## src/hw/sarctl_pkg.sv

```systemverilog
package sarctl_pkg;

  // ---------------------------------------------------------------
  // register map
  // ---------------------------------------------------------------
  localparam logic [7:0]  MAIN_CONTROL_OFS = 8'h00;
  localparam logic [7:0]  QPTR_BASE_OFS    = 8'h10;
  localparam logic [15:0] MAIN_CONTROL_RST = 16'h0000;
  localparam logic [15:0] QPTR_RST         = 16'h0000;
  localparam int unsigned QPTR_COUNT       = 4;

  // ---------------------------------------------------------------
  // field constants
  // ---------------------------------------------------------------
  localparam logic [2:0]  VP_COUNT_MAX     = 3'h5;
  localparam logic [17:0] NNI_FILTER_MASK  = 18'h3_ffff;
  localparam logic [17:0] UNI_FILTER_MASK  = 18'h0_3fff;
  localparam logic [15:0] F4_SEG_VCI       = 16'h0003;
  localparam logic [15:0] F4_E2E_VCI       = 16'h0004;
  localparam int unsigned PTI_MGMT_BIT     = 2;
  localparam logic [9:0]  CRC10_POLY       = 10'h233;

  // main control register, bit 15 down to bit 0
  typedef struct packed {
    logic       ready_irq_on_packet_end;
    logic [2:0] vp_bit_count;
    logic [1:0] filter_upper_bits;
    logic       network_interface_select;
    logic       discard_mgmt_cells;
    logic       mgmt_cell_crc_check;
    logic       descriptor_auto_update;
    logic       test_loop;
    logic       token_restart;
    logic       init_complete;
    logic       soft_reset;
    logic       queue_pointer_write_enable;
    logic       keep_frame_length;
  } sarctl_ctrl_s;

  typedef struct packed {
    logic [17:0] addr;
    logic [11:0] vpi;
    logic [15:0] vci;
    logic [2:0]  pti;
  } sarctl_hdr_s;

  typedef struct packed {
    logic       soc;
    logic [7:0] data;
  } sarctl_cell_s;

endpackage

```

## src/hw/sarctl_filt.sv

```systemverilog
module sarctl_filt
  import sarctl_pkg::*;
(
  input  sarctl_ctrl_s ctrl,
  input  wire  [15:0]  filter_low,
  input  sarctl_hdr_s  hdr,
  output logic         match,
  output logic         discard,
  output logic [4:0]   map_vp
);

  logic [17:0] filt_val;
  logic [17:0] cmp_mask;
  logic [2:0]  vp_n;
  logic        is_f4;
  logic        is_user;

  assign filt_val = {ctrl.filter_upper_bits, filter_low};
  assign cmp_mask = ctrl.network_interface_select ? NNI_FILTER_MASK
                                                  : UNI_FILTER_MASK;
  assign match    = ((hdr.addr ^ filt_val) & cmp_mask) == 18'h0_0000;

  // illegal codes saturate at the top of the valid range
  assign vp_n = (ctrl.vp_bit_count > VP_COUNT_MAX) ? VP_COUNT_MAX
                                                   : ctrl.vp_bit_count;

  genvar i;
  generate
    for (i = 0; i < 5; i++) begin : g_vp
      assign map_vp[i] = hdr.vpi[i] & (vp_n > 3'(i));
    end
  endgenerate

  assign is_f4   = (hdr.vci == F4_SEG_VCI) || (hdr.vci == F4_E2E_VCI);
  assign is_user = !hdr.pti[PTI_MGMT_BIT];
  assign discard = ctrl.discard_mgmt_cells & !is_user & !is_f4;

endmodule

```

## src/hw/sarctl_crc10.sv

```systemverilog
module sarctl_crc10
  import sarctl_pkg::*;
(
  input  wire logic       clk,
  input  wire logic       rst_n,
  input  wire logic       clr,
  input  wire logic       byte_valid,
  input  wire logic       first,
  input  wire logic       last,
  input  wire logic [7:0] data,
  output logic            done,
  output logic            ok
);

  logic [9:0] crc_r;
  logic [9:0] crc_nxt;

  // ---------------------------------------------------------------
  // bytewise remainder, msb first; zero over payload plus check field
  // ---------------------------------------------------------------
  always_comb begin
    crc_nxt = first ? 10'h000 : crc_r;
    for (int b = 7; b >= 0; b--) begin
      if (crc_nxt[9] ^ data[b]) begin
        crc_nxt = {crc_nxt[8:0], 1'b0} ^ CRC10_POLY;
      end else begin
        crc_nxt = {crc_nxt[8:0], 1'b0};
      end
    end
  end

  always_ff @(posedge clk or negedge rst_n) begin
    if (!rst_n) begin
      crc_r <= 10'h000;
    end else if (clr) begin
      crc_r <= 10'h000;
    end else if (byte_valid) begin
      crc_r <= crc_nxt;
    end
  end

  always_ff @(posedge clk or negedge rst_n) begin
    if (!rst_n) begin
      done <= 1'b0;
      ok   <= 1'b0;
    end else begin
      done <= byte_valid & last & !clr;
      if (byte_valid & last) begin
        ok <= (crc_nxt == 10'h000);
      end
    end
  end

endmodule

```

## src/hw/sarctl_top.sv

```systemverilog
// Our own choices: the APB interface to the registers and the register addresses.
module sarctl_top
  import sarctl_pkg::*;
(
  input  wire logic        CORE_CLK,
  input  wire logic        RESETN,
  input  wire logic        PSEL,
  input  wire logic        PENABLE,
  input  wire logic        PWRITE,
  input  wire logic [7:0]  PADDR,
  input  wire logic [31:0] PWDATA,
  output logic [31:0]      PRDATA,
  output logic             PREADY,
  output logic             PSLVERR,
  input  wire logic        STREAM_MODE,
  input  wire logic        PKT_END,
  input  wire logic        FREQ_IRQ,
  output logic             READY_IRQ,
  input  wire logic [15:0] FILTER_LOW,
  input  wire logic        RX_HDR_VALID,
  input  sarctl_hdr_s      RX_HDR,
  output logic             RX_ACCEPT,
  output logic             RX_DROP,
  output logic [4:0]       RX_MAP_VP,
  input  wire logic        OAM_BYTE_VALID,
  input  wire logic        OAM_FIRST,
  input  wire logic        OAM_LAST,
  input  wire logic [7:0]  OAM_BYTE,
  output logic             OAM_CRC_ERR,
  input  wire logic        DESC_OPEN,
  input  wire logic [15:0] DESC_BUF_SIZE,
  output logic             DESC_WR,
  output logic [15:0]      DESC_REMAIN,
  output logic [15:0]      DESC_RECEIVED,
  input  sarctl_cell_s     TX_CELL,
  input  sarctl_cell_s     RX_CELL_PIN,
  output sarctl_cell_s     RX_CELL,
  output logic             LOOP_CLK_SEL,
  output logic             TOKEN_OUT,
  output logic             SOFT_RESET,
  output logic             INIT_DONE,
  output logic             KEEP_FRAME_LEN,
  output logic             QPTR_WR_EN,
  output logic [3:0][15:0] QPTR
);

  sarctl_ctrl_s  ctrl_r;
  logic [15:0]   qptr_r [QPTR_COUNT];
  logic          soft_rst_r;
  logic          token_r;
  logic [31:0]   rdata_r;
  logic [31:0]   rdata_nxt;
  logic          err_r;
  logic          err_nxt;
  logic          setup;
  logic          acc;
  logic          wr_acc;
  logic          hit_main;
  logic          hit_qptr;
  logic [1:0]    qidx;
  sarctl_cell_s  pin_s1_r;
  sarctl_cell_s  pin_s2_r;
  sarctl_cell_s  rx_cell_r;
  logic          irq_r;
  logic          accept_r;
  logic          drop_r;
  logic [4:0]    map_vp_r;
  logic          f_match;
  logic          f_discard;
  logic [4:0]    f_map_vp;
  logic          crc_done;
  logic          crc_ok;
  logic          crc_err_r;
  logic          desc_wr_r;
  logic [15:0]   desc_rem_r;
  logic [15:0]   desc_rcv_r;

  // ---------------------------------------------------------------
  // apb decode
  // ---------------------------------------------------------------
  assign setup    = PSEL & !PENABLE;
  assign acc      = PSEL & PENABLE;
  assign wr_acc   = acc & PWRITE;
  assign hit_main = (PADDR == MAIN_CONTROL_OFS);
  assign hit_qptr = (PADDR[7:4] == QPTR_BASE_OFS[7:4]) && (PADDR[1:0] == 2'b00);
  assign qidx     = PADDR[3:2];

  always_comb begin
    rdata_nxt = 32'h0000_0000;
    err_nxt   = 1'b0;
    if (hit_main) begin
      rdata_nxt = {16'h0000, ctrl_r};
    end else if (hit_qptr) begin
      rdata_nxt = {16'h0000, qptr_r[qidx]};
    end else begin
      err_nxt = 1'b1;
    end
  end

  // read data and error captured in the setup cycle
  always_ff @(posedge CORE_CLK or negedge RESETN) begin
    if (!RESETN) begin
      rdata_r <= 32'h0000_0000;
      err_r   <= 1'b0;
    end else if (setup) begin
      rdata_r <= PWRITE ? 32'h0000_0000 : rdata_nxt;
      err_r   <= err_nxt;
    end
  end

  assign PREADY  = acc;
  assign PRDATA  = rdata_r;
  assign PSLVERR = acc & err_r;

  // ---------------------------------------------------------------
  // control register and soft reset
  // ---------------------------------------------------------------
  always_ff @(posedge CORE_CLK or negedge RESETN) begin
    if (!RESETN) begin
      ctrl_r <= MAIN_CONTROL_RST;
    end else if (soft_rst_r) begin
      ctrl_r <= MAIN_CONTROL_RST;
    end else if (wr_acc && hit_main) begin
      ctrl_r <= PWDATA[15:0];
    end
  end

  always_ff @(posedge CORE_CLK or negedge RESETN) begin
    if (!RESETN) begin
      soft_rst_r <= 1'b0;
    end else begin
      soft_rst_r <= wr_acc & hit_main & PWDATA[2];
    end
  end

  always_ff @(posedge CORE_CLK or negedge RESETN) begin
    if (!RESETN) begin
      token_r <= 1'b0;
    end else begin
      token_r <= wr_acc & hit_main & PWDATA[4];
    end
  end

  assign SOFT_RESET     = soft_rst_r;
  assign TOKEN_OUT      = token_r;
  assign INIT_DONE      = ctrl_r.init_complete;
  assign KEEP_FRAME_LEN = ctrl_r.keep_frame_length;
  assign QPTR_WR_EN     = ctrl_r.queue_pointer_write_enable;

  // ---------------------------------------------------------------
  // queue pointers
  // ---------------------------------------------------------------
  genvar q;
  generate
    for (q = 0; q < QPTR_COUNT; q++) begin : g_qptr
      always_ff @(posedge CORE_CLK or negedge RESETN) begin
        if (!RESETN) begin
          qptr_r[q] <= QPTR_RST;
        end else if (soft_rst_r) begin
          qptr_r[q] <= QPTR_RST;
        end else if (wr_acc && hit_qptr && (qidx == 2'(q)) &&
                     ctrl_r.queue_pointer_write_enable) begin
          qptr_r[q] <= PWDATA[15:0];
        end
      end
      assign QPTR[q] = qptr_r[q];
    end
  endgenerate

  // ---------------------------------------------------------------
  // cell loopback path
  // ---------------------------------------------------------------
  always_ff @(posedge CORE_CLK or negedge RESETN) begin
    if (!RESETN) begin
      pin_s1_r <= '0;
      pin_s2_r <= '0;
    end else begin
      pin_s1_r <= RX_CELL_PIN;
      pin_s2_r <= pin_s1_r;
    end
  end

  always_ff @(posedge CORE_CLK or negedge RESETN) begin
    if (!RESETN) begin
      rx_cell_r <= '0;
    end else if (soft_rst_r) begin
      rx_cell_r <= '0;
    end else begin
      rx_cell_r <= ctrl_r.test_loop ? TX_CELL : pin_s2_r;
    end
  end

  assign RX_CELL      = rx_cell_r;
  assign LOOP_CLK_SEL = ctrl_r.test_loop;

  // ---------------------------------------------------------------
  // ready queue interrupt
  // ---------------------------------------------------------------
  always_ff @(posedge CORE_CLK or negedge RESETN) begin
    if (!RESETN) begin
      irq_r <= 1'b0;
    end else if (soft_rst_r) begin
      irq_r <= 1'b0;
    end else begin
      irq_r <= FREQ_IRQ |
               (STREAM_MODE & PKT_END & ctrl_r.ready_irq_on_packet_end);
    end
  end

  assign READY_IRQ = irq_r;

  // ---------------------------------------------------------------
  // receive filter and discard
  // ---------------------------------------------------------------
  sarctl_filt u_filt (
    .ctrl       (ctrl_r),
    .filter_low (FILTER_LOW),
    .hdr        (RX_HDR),
    .match      (f_match),
    .discard    (f_discard),
    .map_vp     (f_map_vp)
  );

  always_ff @(posedge CORE_CLK or negedge RESETN) begin
    if (!RESETN) begin
      accept_r <= 1'b0;
      drop_r   <= 1'b0;
      map_vp_r <= 5'h00;
    end else if (soft_rst_r) begin
      accept_r <= 1'b0;
      drop_r   <= 1'b0;
      map_vp_r <= 5'h00;
    end else begin
      accept_r <= RX_HDR_VALID & f_match & !f_discard;
      drop_r   <= RX_HDR_VALID & !(f_match & !f_discard);
      if (RX_HDR_VALID) begin
        map_vp_r <= f_map_vp;
      end
    end
  end

  assign RX_ACCEPT = accept_r;
  assign RX_DROP   = drop_r;
  assign RX_MAP_VP = map_vp_r;

  // ---------------------------------------------------------------
  // management cell crc check
  // ---------------------------------------------------------------
  sarctl_crc10 u_crc (
    .clk        (CORE_CLK),
    .rst_n      (RESETN),
    .clr        (soft_rst_r),
    .byte_valid (OAM_BYTE_VALID),
    .first      (OAM_FIRST),
    .last       (OAM_LAST),
    .data       (OAM_BYTE),
    .done       (crc_done),
    .ok         (crc_ok)
  );

  always_ff @(posedge CORE_CLK or negedge RESETN) begin
    if (!RESETN) begin
      crc_err_r <= 1'b0;
    end else begin
      crc_err_r <= crc_done & !crc_ok & ctrl_r.mgmt_cell_crc_check;
    end
  end

  assign OAM_CRC_ERR = crc_err_r;

  // ---------------------------------------------------------------
  // receive descriptor auto update
  // ---------------------------------------------------------------
  always_ff @(posedge CORE_CLK or negedge RESETN) begin
    if (!RESETN) begin
      desc_wr_r  <= 1'b0;
      desc_rem_r <= 16'h0000;
      desc_rcv_r <= 16'h0000;
    end else if (soft_rst_r) begin
      desc_wr_r  <= 1'b0;
      desc_rem_r <= 16'h0000;
      desc_rcv_r <= 16'h0000;
    end else begin
      desc_wr_r <= DESC_OPEN & ctrl_r.descriptor_auto_update;
      if (DESC_OPEN & ctrl_r.descriptor_auto_update) begin
        desc_rem_r <= DESC_BUF_SIZE;
        desc_rcv_r <= 16'h0000;
      end
    end
  end

  assign DESC_WR       = desc_wr_r;
  assign DESC_REMAIN   = desc_rem_r;
  assign DESC_RECEIVED = desc_rcv_r;
endmodule

```

## config.mk

```make
export PLATFORM = sky130hd
export DESIGN_NAME = sarctl_top
export DESIGN_NICKNAME = d
export VERILOG_FILES = /design/src/hw/sarctl_pkg.sv /design/src/hw/sarctl_filt.sv /design/src/hw/sarctl_crc10.sv /design/src/hw/sarctl_top.sv
export SDC_FILE = /design/constraint.sdc
export NUM_CORES = 1
export LEC_CHECK = 0
export BUFFER_PORTS_ARGS = -buffer_cell sky130_fd_sc_hd__buf_4
export CAP_MARGIN = 20
export CORE_MARGIN = 1
export CORE_UTILIZATION = 35
export CTS_CLUSTER_SIZE = 24
export DETAILED_ROUTE_END_ITERATION = 8
export GPL_TIMING_DRIVEN = 0
export PLACE_DENSITY = 0.72
export SETUP_SLACK_MARGIN = 0.4
export SLEW_MARGIN = 20
export SYNTH_ARGS = -nofsm -noshare
export SYNTH_HDL_FRONTEND = slang
export SYNTH_SLANG_ARGS = --single-unit
export TNS_END_PERCENT = 30
```

## constraint.sdc

```tcl
create_clock -name CORE_CLK -period 2.49 [get_ports CORE_CLK]
set_input_delay 0.249 -clock CORE_CLK [delete_from_list [all_inputs] [get_ports CORE_CLK]]
set_output_delay 0.249 -clock CORE_CLK [all_outputs]
set_load 0.005 [all_outputs]
```

**Yosys cells after proc, flatten, opt, wreduce, memory -nomap -nowiden**

Cells that the tools add are included.

- Input bits: 160
- Word-level logic and storage cells: 170
- Output and inout port bits: 155
- Register bits after elaboration: 196

- Bitwise gates (word level): 45
- Reduce and logical (&&, ||, !) cells: 31
- Muxes and demuxes: 43
- Equal/unequal tests: 6
- Order comparisons: 7

Operators by type and width:

| operator | number |
|---|---|
| $mux 16 | 17 |
| $mux 10 | 11 |
| $mux 32 | 2 |
| $not 5->5 | 8 |
| $bmux 16 s2 | 1 |
| $and 1x1->1 | 25 |
| $and 18x18->18 | 1 |
| $logic_not 18->1 | 1 |
| $mux 18 | 1 |
| $mux 9 | 2 |
| $xor 18x18->18 | 1 |
| $eq 16x2->1 const B | 1 |
| $eq 16x3->1 const B | 1 |
| $reduce_bool 2->1 | 8 |
| $logic_and 1x1->1 | 11 |
| $logic_not 10->1 | 1 |
| $mux 5 | 2 |
| $logic_not 8->1 | 1 |
| $xor 1x1->1 | 8 |
| $gt 3x1->1 const B | 2 |
| $gt 3x2->1 const B | 2 |
| $gt 3x3->1 const B | 2 |
| $logic_not 1->1 | 6 |
| $mux 1 | 6 |
| 9 further kinds | 11 |

**Logic depth before layout (Yosys ltp)**

Gate-level depths: netlist of the first run.

- Word-level depth: 19
- Depth in mapped cells: 10
- Depth with buffers taken out: 9

**Hierarchy**

From an unflattened synthesis of the first run, not the netlist that was laid out.

- Cell total of the unflattened synthesis: 672
- Area, all modules: 8232.9 um^2

Modules (own cells, without submodules):

| module | cells an instance | instances | sequential area each (um^2) | area an instance (um^2) |
|---|---|---|---|---|
| sarctl_top | 531 | 1 | 3803.6 | 6931.6 |
| sarctl_crc10 | 101 | 1 | 300.3 | 1002.2 |
| sarctl_filt | 40 | 1 | 0.0 | 299.0 |

**Worst setup path before layout of the first run**

Ideal clock, no wire load.

- Path kind: register to register
- Start point: register u_crc.crc_r[9]
- End point: register u_crc.ok
- Required time: 2.422 ns
- Library setup time: 0.068 ns
- Clock period less this slack: 2.150 ns
- Setup slack: 0.340 ns
- Buffers on the path: 0
- Data arrival time: 2.082 ns
- Cell stages (with the launch flop): 10
- Cell sequence: dfrtp_1 -> xnor2_1 -> nor2_1 -> xnor2_2 -> xnor3_2 -> xnor2_1 -> ha_1 -> nand4_1 -> nor4_1 -> a32o_1

- Longest elaborated chain between the ends: 18
- Elaborated cells on any way between the ends: 25
- Those cells by class: mux: 9; bitwise: 15; reduce/logical: 1

RTL lines:

| item | line | text |
|---|---|---|
| start, declared | sarctl_crc10.sv:15 | `logic [9:0] crc_r;` |
| start signal, assigned | sarctl_crc10.sv:38 | `crc_r <= crc_nxt;` |
| $mux 10 (*) | sarctl_crc10.sv:22 | `crc_nxt = first ? 10'h000 : crc_r;` |
| $xor 1x1->1 (*) | sarctl_crc10.sv:24 | `if (crc_nxt[9] ^ data[b]) begin` |
| $mux 10 (*) | sarctl_crc10.sv:24 |  |
| $xor 1x1->1 | sarctl_crc10.sv:24 |  |
| $mux 10 (*) | sarctl_crc10.sv:24 |  |
| $xor 1x1->1 | sarctl_crc10.sv:24 |  |
| $mux 10 (*) | sarctl_crc10.sv:24 |  |
| $xor 1x1->1 | sarctl_crc10.sv:24 |  |
| (+2 left out) | -- |  |
| $mux 10 (*) | sarctl_crc10.sv:24 |  |
| $xor 1x1->1 | sarctl_crc10.sv:24 |  |
| $mux 10 (*) | sarctl_crc10.sv:24 |  |
| $xor 1x1->1 | sarctl_crc10.sv:24 |  |
| $mux 10 (*) | sarctl_crc10.sv:24 |  |
| $xor 1x1->1 or $not 5->5 (tied branches) | -- |  |
| $mux 10 (*) | sarctl_crc10.sv:24 |  |
| $logic_not 10->1 (*) | sarctl_crc10.sv:49 | `ok <= (crc_nxt == 10'h000);` |
| end signal, assigned | sarctl_crc10.sv:49 |  |
| end, declared | sarctl_crc10.sv:12 | `output logic ok` |

Mark *: on every way between the ends. The rest lies on a longest branch, timed or not.
A chain may end at the register's enable or synchronous reset.

**Worst setup path after layout of the first run**

Same ends and word-level chain as after synthesis.

==> metrics.md, run 1 <==
| Metric | Value |
|---|---|
| Worst-Skew Late Latency | 0.43 ns |
| Fin crit period | 2.245 ns |
| Initial DRT Pass Iterations | 5 |
| Pwr Total | 7.690 mW |
| Port-buffer cells | 255 |
| Max Fclk | 0.4455 GHz |
| Num ports | 315 |
| Crit-path slowest cell | dfrtp_1 |
| CTS Sinks | 164 |
| Synth cell types | 46 |
| Largest net degree at the start of global routing | 94 |
| Vias | 6,346 |
| Num CTS Buffers | 17 |
| DRC violations left | 0 |
| Worst reg2reg startpoint | u_crc.crc_r[9] |
| Post-Layout Inst Area | 10,870 sq um |
| Crit path buffers/inverters | 0 |
| Fillers | 1,942 |
| Slew headroom | 43.77% |
| Clk slew on worst S/H paths | 0.07 ns |
| Status | complete, no violations |
| Crit Path Category | reg2reg |
| Die area | 22,330 sq um |
| CP Launch Type | flip-flop |
| Hold Path Origin | DESC_BUF_SIZE[8] |
| Post-synthesis sequential area ratio | 53.94% |
| Slowest cell delay on critical path | 0.42 ns |
| Post-DR wirelength/cell | 17.61 um |
| Inst Count DP | 1,274 |
| CP dominant cell by count | xnor2_2 |
| Max cap viols | 0 |
| Cells after synthesis | 712 |
| Dpl cell area | 10,030 sq um |
| Number of flops mapped to enable cells by yosys | 0 |
| Cell Count, Final, Fillers Out | 1,325 |
| Multi-input logic area | 3236 sq um |
| Period utilization | 90.16% |
| Leak | 5.551 nW |
| Synth warnings | 0 |
| Util after Layout | 51.40% |
| Asr flop ratio synth | 100.0% |
| Post-DP HPWL | 17,500 um |
| Initial Util | 35.97% |
| TNS Setup | 0 ns |
| Layout cell share with drive strength beyond 1 | 35.81% |
| Post-DR vias/cell | 4.789 |
| CTS root buf | clkbuf_16 |
| RSZ-0062 raised after global routing | true |
| Core ar. | 21,150 sq um |
| Final Hold Slack | 0.03800 ns |
| Crit-path leading delay family | XOR/XNOR gates |
| Most common cell after layout, fill and taps aside | buf_4 |
| Final slew viol count | 0 |
| Predominant post-synthesis flop cell | dfrtp_1 |
| Max layer used | met4 |
| Pwr/cell area | 707.2 nW/um^2 |
| Worst Setup End Kind | flip-flop |
| Count of final setup violators | 0 |
| CP arrival | 2.61 ns |
| Clk_skew | 0.008964 ns |
| Post-Syn Area per Cell | 10.69 sq um |
| Setup WS post-layout | 0.2451 ns |
| Dpl ws | 0.005171 ns |
| DR iter-0 viols | 349 |
| Antenna viol nets, final | 0 |
| M1 wire length | 10,020 um |
| DR WL met2 | 11,510 um |
| Antenna violations before repair | 0 |
| Worst slew pin tran | 0.8434 ns |
| Final #Nets | 1,198 |
| Chip width | 149.4 um |
| Diode count | 0 |
| FP Rows | 53 |
| H-tree levels | 4 |
| Synth Register Bits | 164 |
| Final Wtd Congestion | 0.8761 |
| CTS max path bufs | 2 |
| Maximum fanout along the worst path | 3 |
| Final Hold Fails | 0 |
| Die Ht | 149.4 um |
| GRT Overall Usage | 20.98% |
| Drt total wl | 23,330 um |
| First-pass GRT wire length | 34,980 um |
| Number of global-route vias before repair | 6,064 |
| Hold WC Path Type | in2reg |
| Storage element area | 4104 sq um |
| Mapped cell area | 7609 sq um |
| Critical path required time | 2.85 ns |
| Global route total overflow | 0 |
| CP startpoint | u_crc.crc_r[9] |
| CTS tree | done |
| Critical path cell sequence | xnor2_1, nor2_2, xnor2_2, xnor3_2, xnor2_2, ha_2, nand4_1, nor4_2, a32o_1 |
| Max VDD drop | 435.3 uV |
| Area grow syn2layout | 42.90% |
| Commonest cells after routing, fill and taps aside | buf_4 (297), dfrtp_1 (164), nand2_1 (119) |
| Metal3 WL | 1470 um |
power breakdown:
part | internal [mW] | switching, mW
clock | 1.62 | 1.19
combinational | 1.13 | 0.827
sequential | 2.81 | 0.113
total | 5.56 | 2.13
final cells by class:
| cell class | count | area share (%) |
|---|---|---|
| sequential | 164 | 37.74 |
| multi-input combinational | 499 | 29.76 |
| timing repair buffer | 275 | 19.47 |
| buffer | 78 | 4.108 |
| clock buffer | 18 | 3.947 |
| tap | 275 | 3.165 |
| clock inverter | 14 | 1.738 |
| inverter | 2 | 0.06905 |
sequential cells by signal (all words and copies together), names as in the netlist:
register        count
DESC_REMAIN        16
DESC_WR             1
INIT_DONE           1
KEEP_FRAME_LEN      1
LOOP_CLK_SEL        1
OAM_CRC_ERR         1
PRDATA             16
QPTR               64
QPTR_WR_EN          1
READY_IRQ           1
RX_ACCEPT           1
RX_CELL             9
RX_DROP             1
RX_MAP_VP           5
SOFT_RESET          1
TOKEN_OUT           1
ctrl_r             12
err_r               1
pin_s1_r            9
pin_s2_r            9
u_crc.crc_r        10
u_crc.done          1
u_crc.ok            1
worst reg2reg max path: stages (launching register included):
cell and delay, ns:
dfrtp_1 0.42, xnor2_1 0.18, nor2_2 0.08, xnor2_2 0.21, xnor3_2 0.42, xnor2_2 0.18
ha_2 0.20, nand4_1 0.11, nor4_2 0.19, a32o_1 0.20
synthesized netlist by cell type, types with 3 or more instances:
library cell | count | area share [%]
dfrtp_1 | 164 | 54
a22oi_1 | 16 | 1.6
nand3_1 | 6 | 0.39
nand4_1 | 4 | 0.33
nor4_1 | 4 | 0.33
mux2i_1 | 47 | 6.2
a211oi_1 | 4 | 0.39
and3_1 | 4 | 0.33
xor2_1 | 15 | 1.7
o21ai_0 | 16 | 1.1
nor2_1 | 68 | 3.4
xnor2_1 | 30 | 3.5
buf_2 | 10 | 0.66
a21oi_1 | 55 | 3.6
nand2_1 | 120 | 5.9
a22o_1 | 16 | 1.8
nor2b_1 | 8 | 0.66
buf_4 | 34 | 3.4
a31oi_1 | 3 | 0.25
clkbuf_1 | 30 | 1.5
mux4_2 | 16 | 4.7
nand2b_1 | 7 | 0.58
buf_1 | 4 | 0.20
nor3_1 | 4 | 0.26
per-layer routing:
layer	global-route usage (%)	vias up
li1	-	3025
met2	33.82	218
met3	4.177	22
met4	5.612	0
met5	0	-
met1	28.70	3081
worst paths after layout:
| path | endpoint | slack (ns) | cells past startpoint |
|---|---|---|---|
| worst max-delay path | u_crc.ok | 0.25 | 9 |
| worst min-delay path | DESC_REMAIN[8] | 0.04 | 2 |
| worst max register to register | u_crc.ok | 0.25 | 9 |
| worst min register to register | pin_s2_r[0] | 0.35 | 0 |
| max in group asynchronous | QPTR[28] | 1.23 | 3 |
| min in group asynchronous | RX_CELL[6] | 0.44 | 2 |
timing repair:
action | CTS | global route
pin swaps | 1 | 8
hold endpoints to repair | 101 | 0
gates resized for setup | 3 | 14
setup buffers | 1 | 8
hold buffers | 10 | 0
setup endpoints to repair | 52 | 54
cell families after synthesis:
family | count (synthesis) | synth area share (%)
DFF | 164 | 53.94
xor gates and xnor gates | 48 | 6.019
and+or+nand+nor | 234 | 13.07
other | 1 | 0.04929
buffers and inverters | 80 | 5.788
adders and majority gates | 1 | 0.1644
AOI/OAI and AO/OA | 121 | 10.05
muxes | 63 | 10.92
(Power assumes the default switching activity.)
==> run 2, diff against run 1 <==
--- a/config.mk
+++ b/config.mk
@@ -12,10 +12,12 @@
 export CTS_CLUSTER_SIZE = 24
 export DETAILED_ROUTE_END_ITERATION = 8
 export GPL_TIMING_DRIVEN = 0
-export PLACE_DENSITY = 0.72
+export MAX_ROUTING_LAYER = met4
+export PLACE_DENSITY = 0.71
 export SETUP_SLACK_MARGIN = 0.4
 export SLEW_MARGIN = 20
 export SYNTH_ARGS = -nofsm -noshare
 export SYNTH_HDL_FRONTEND = slang
+export SYNTH_HIERARCHICAL = 1
 export SYNTH_SLANG_ARGS = --single-unit
 export TNS_END_PERCENT = 30
==> run 2 against run 1 <==
Final area increased by 5.6%. Worst setup slack improved by 0.21 ns. Cell count decreased by 0.53%. First-iteration DRC count decreased by 6.3%. Maximum frequency increased by 10%. Core utilization decreased by 1.1 points. Clock-buffer cell count decreased by 1. Global-route usage decreased by 0.46 points. Power decreased by 0.48%. Critical endpoint is now PRDATA[6].
==> metrics.md, run 2 <==
| Metric | Value |
|---|---|
| Status | complete, no violations |
| Max Fclk | 0.4918 GHz (+10%) |
| Largest net degree at the start of global routing | 96 (+2.1%) |
| CP startpoint | PADDR[3] |
| Worst reg2reg startpoint | u_crc/crc_r[7] |
| H-tree levels | 4 (unchanged) |
| Worst-Skew Late Latency | 0.43 ns (about the same) |
| Most common cell in the netlist | dfrtp_1 |
| Mapped cell area | 8233 sq um (+8.2%) |
| Asr flop ratio synth | 100.0% (unchanged) |
| Vias | 6,284 (-0.98%) |
| Number of flops mapped to enable cells by yosys | 0 (unchanged) |
| Antenna violations before repair | 0 (unchanged) |
| Final slew viol count | 0 (unchanged) |
| Period utilization | 81.66% (-8.5 points) |
| Most common cell after layout, fill and taps aside | buf_4 |
| Critical path cell sequence | buf_4, clkbuf_1, buf_1, mux4_2, and4b_1, a221o_1 |
| Die Ht | 155.4 um (+4.0%) |
| First-pass GRT wire length | 36,070 um (+3.1%) |
| CTS max path bufs | 2 (unchanged) |
| Num ports | 315 (unchanged) |
| Largest register FFs | 64 (unchanged) |
| Crit-path slowest cell | buf_1 |
| Reg-to-reg slack, setup | 0.46 ns (+0.21 ns) |
| Global route total overflow | 0 (unchanged) |
| GRT Overall Usage | 20.52% (-0.46 points) |
| Top cells by count, synth | dfrtp_1 (164), mux2i_1 (102), nand2b_1 (100) |
| DR iter-0 viols | 327 (-6.3%) |
| Number of global-route vias before repair | 6,200 (+2.2%) |
| Worst slew pin tran | 0.9462 ns (+0.1028 ns) |
| Crit Path Category | in2reg |
| Final Hold Slack | 0.04267 ns (+0.004669 ns) |
| Worst reg2reg endpoint | u_crc/crc_r[9] |
| Post-DR vias/cell | 4.768 (-0.45%) |
| Final Wtd Congestion | 0.8666 (-1.1%) |
| Post-DP HPWL | 18,070 um (+3.3%) |
| Die area | 24,140 sq um (+8.1%) |
| FP Rows | 55 (+3.8%) |
| Max cap viols | 0 (unchanged) |
| Dpl ws | -0.08988 ns (-0.09505 ns) |
| Cells after synthesis | 672 (-5.6%) |
| Critical Path End | PRDATA[6] |
| GRT met2 Usage | 33.03% (-0.79 points) |
| Pwr/cell area | 666.5 nW/um^2 (-5.8%) |
| Leak | 5.847 nW (+5.3%) |
| Cell count of the worst reg-to-reg path | 7 (-2) |
| Synth Register Bits | 164 (unchanged) |
| Slowest cell delay on critical path | 0.60 ns (+0.18 ns) |
| Pwr Total | 7.653 mW (-0.48%) |
| Port-buffer cells | 256 (+0.39%) |
| Chip width | 155.4 um (+4.0%) |
| CTS tree | done |
| CP Launch Type | input port |
| Post-DR wirelength/cell | 18.37 um (+4.3%) |
| Final #Nets | 1,152 (-3.8%) |
| Predominant post-synthesis flop cell | dfrtp_1 |
| Slew headroom | 36.92% (-6.9 points) |
| Final Hold Fails | 0 (unchanged) |
| Commonest cells after routing, fill and taps aside | buf_4 (290), dfrtp_1 (163), mux2i_1 (102) |
| Initial Util | 36.04% (+0.068 points) |
| Critical path required time | 2.80 ns (-0.05 ns) |
| Count of final setup violators | 0 (unchanged) |
| Met3 usage | 3.621% (-0.56 points) |
| Worst Setup End Kind | flip-flop |
| RSZ-0062 raised after global routing | false |
| Num CTS Buffers | 17 (unchanged) |
| DRC violations left | 0 (unchanged) |
| Fin crit period | 2.033 ns (-0.2115 ns) |
| Hold Path Origin | DESC_BUF_SIZE[4] |
| CP arrival | 2.34 ns (-0.27 ns) |
| Util after Layout | 50.26% (-1.1 points) |
| Drt total wl | 24,210 um (+3.8%) |
| Area grow syn2layout | 39.47% |
| Post-Syn Area per Cell | 12.25 sq um (+15%) |
| CTS root buf | clkbuf_16 |
| Initial DRT Pass Iterations | 5 (unchanged) |
| TNS Setup | 0 ns (unchanged) |
| Clk_skew | 0.01532 ns (+0.006355 ns) |
| Post-synth top area share | 49.85% (-4.1 points) |
| Cell type with the largest total area after synthesis | dfrtp_1 |
| Maximum fanout along the worst path | 10 (+7) |
| Clk slew on worst S/H paths | 0.07 ns (about the same) |
| Synth warnings | 6 (+6) |
| Max VDD drop | 529.1 uV (+22%) |
| Diode count | 0 (unchanged) |
| Setup WS post-layout | 0.4567 ns (+0.2115 ns) |
| Synth cell types | 56 (+22%) |
| Hold WC Path Type | in2reg |
| Layout cell share with drive strength beyond 1 | 37.11% (+1.3 points) |
| Global-route layer with the greatest usage | met2 |
| Antenna viol nets, final | 0 (unchanged) |
| CTS Sinks | 164 (unchanged) |
| Post-synthesis sequential area ratio | 49.85% (-4.1 points) |
| Fillers | 2,094 (+7.8%) |
| GRT met1 Usage | 27.00% (-1.7 points) |
| Top post-synthesis cells by area | dfrtp_1 (50%), mux2i_1 (12%), nand2b_1 (7.6%) |
| Core ar. | 22,850 sq um (+8.0%) |
## run 2: logic make-up after synthesis
family / share of synthesized area (%)
other cells: 0.04555
mux: 16.78
simple gates: 16.22
flops: 49.85
compound gates: 5.076
buf+inv: 5.623
xor+xnor: 6.413
## run 2: timing repair
| action | CTS | global route |
|---|---|---|
| hold buffers | 10 | 0 |
| buffers inserted | 0 | 3 |
| endpoints found under the hold margin | 78 | 0 |
| endpoints found under the setup margin | 17 | 3 |
| cloned | 0 | 0 |
| gates resized for setup | 4 | 7 |
| pin swaps | 0 | 7 |
## run 2: worst min-delay path by stage
stage	to	cells past startpoint	slack (ns)
floorplan	DESC_REMAIN[0]	0	-0.05
global placement	pin_s2_r[6]	0	0.33
detailed placement	RX_CELL[4]	1	0.25
CTS	DESC_REMAIN[4]	2	0.02
global route	DESC_REMAIN[4]	2	0.02
finish	DESC_REMAIN[4]	2	0.04
## run 2: report_power, final
group | leakage (nW) | switching (mW) | internal, mW
Sequential | 1.75 | 0.155 | 2.86
Combinational | 3.80 | 0.881 | 1.07
Clock | 0.299 | 1.25 | 1.45
Total | 5.85 | 2.28 | 5.37
## run 2: cell type report
class	instances	area (sq um)	share of cell area (%)
inverter	5	18.77	0.1635
timing repair buffer	270	2079	18.11
tap	313	391.6	3.411
sequential	164	4105	35.75
clock buffer	17	425.4	3.705
clock inverter	15	190.2	1.656
buffer	74	454.2	3.956
multi-input combinational	460	3817	33.25
## run 2: worst max-delay path, delay by kind of cell
family | cells | cell delay [ns]
mux | 1 | 0.45
buf+inv | 3 | 1.13
compound gates | 1 | 0.26
simple gates | 1 | 0.25
## run 2: through the flow
step / instance area (sq um) / std cells
3_3_place_gp: 10660 / 1272
5_1_grt: 11480 / 1318
6_report: 11480 / 1318
2_1_floorplan: 8349 / 703
4_1_cts: 11430 / 1315
3_5_place_dp: 10700 / 1273
## run 2: metal layers
metal,wire length [um],up-vias
met1,10580,3093
met3,1407,16
li1,-,2951
met4,257,0
met2,11970,224
met5,0,-
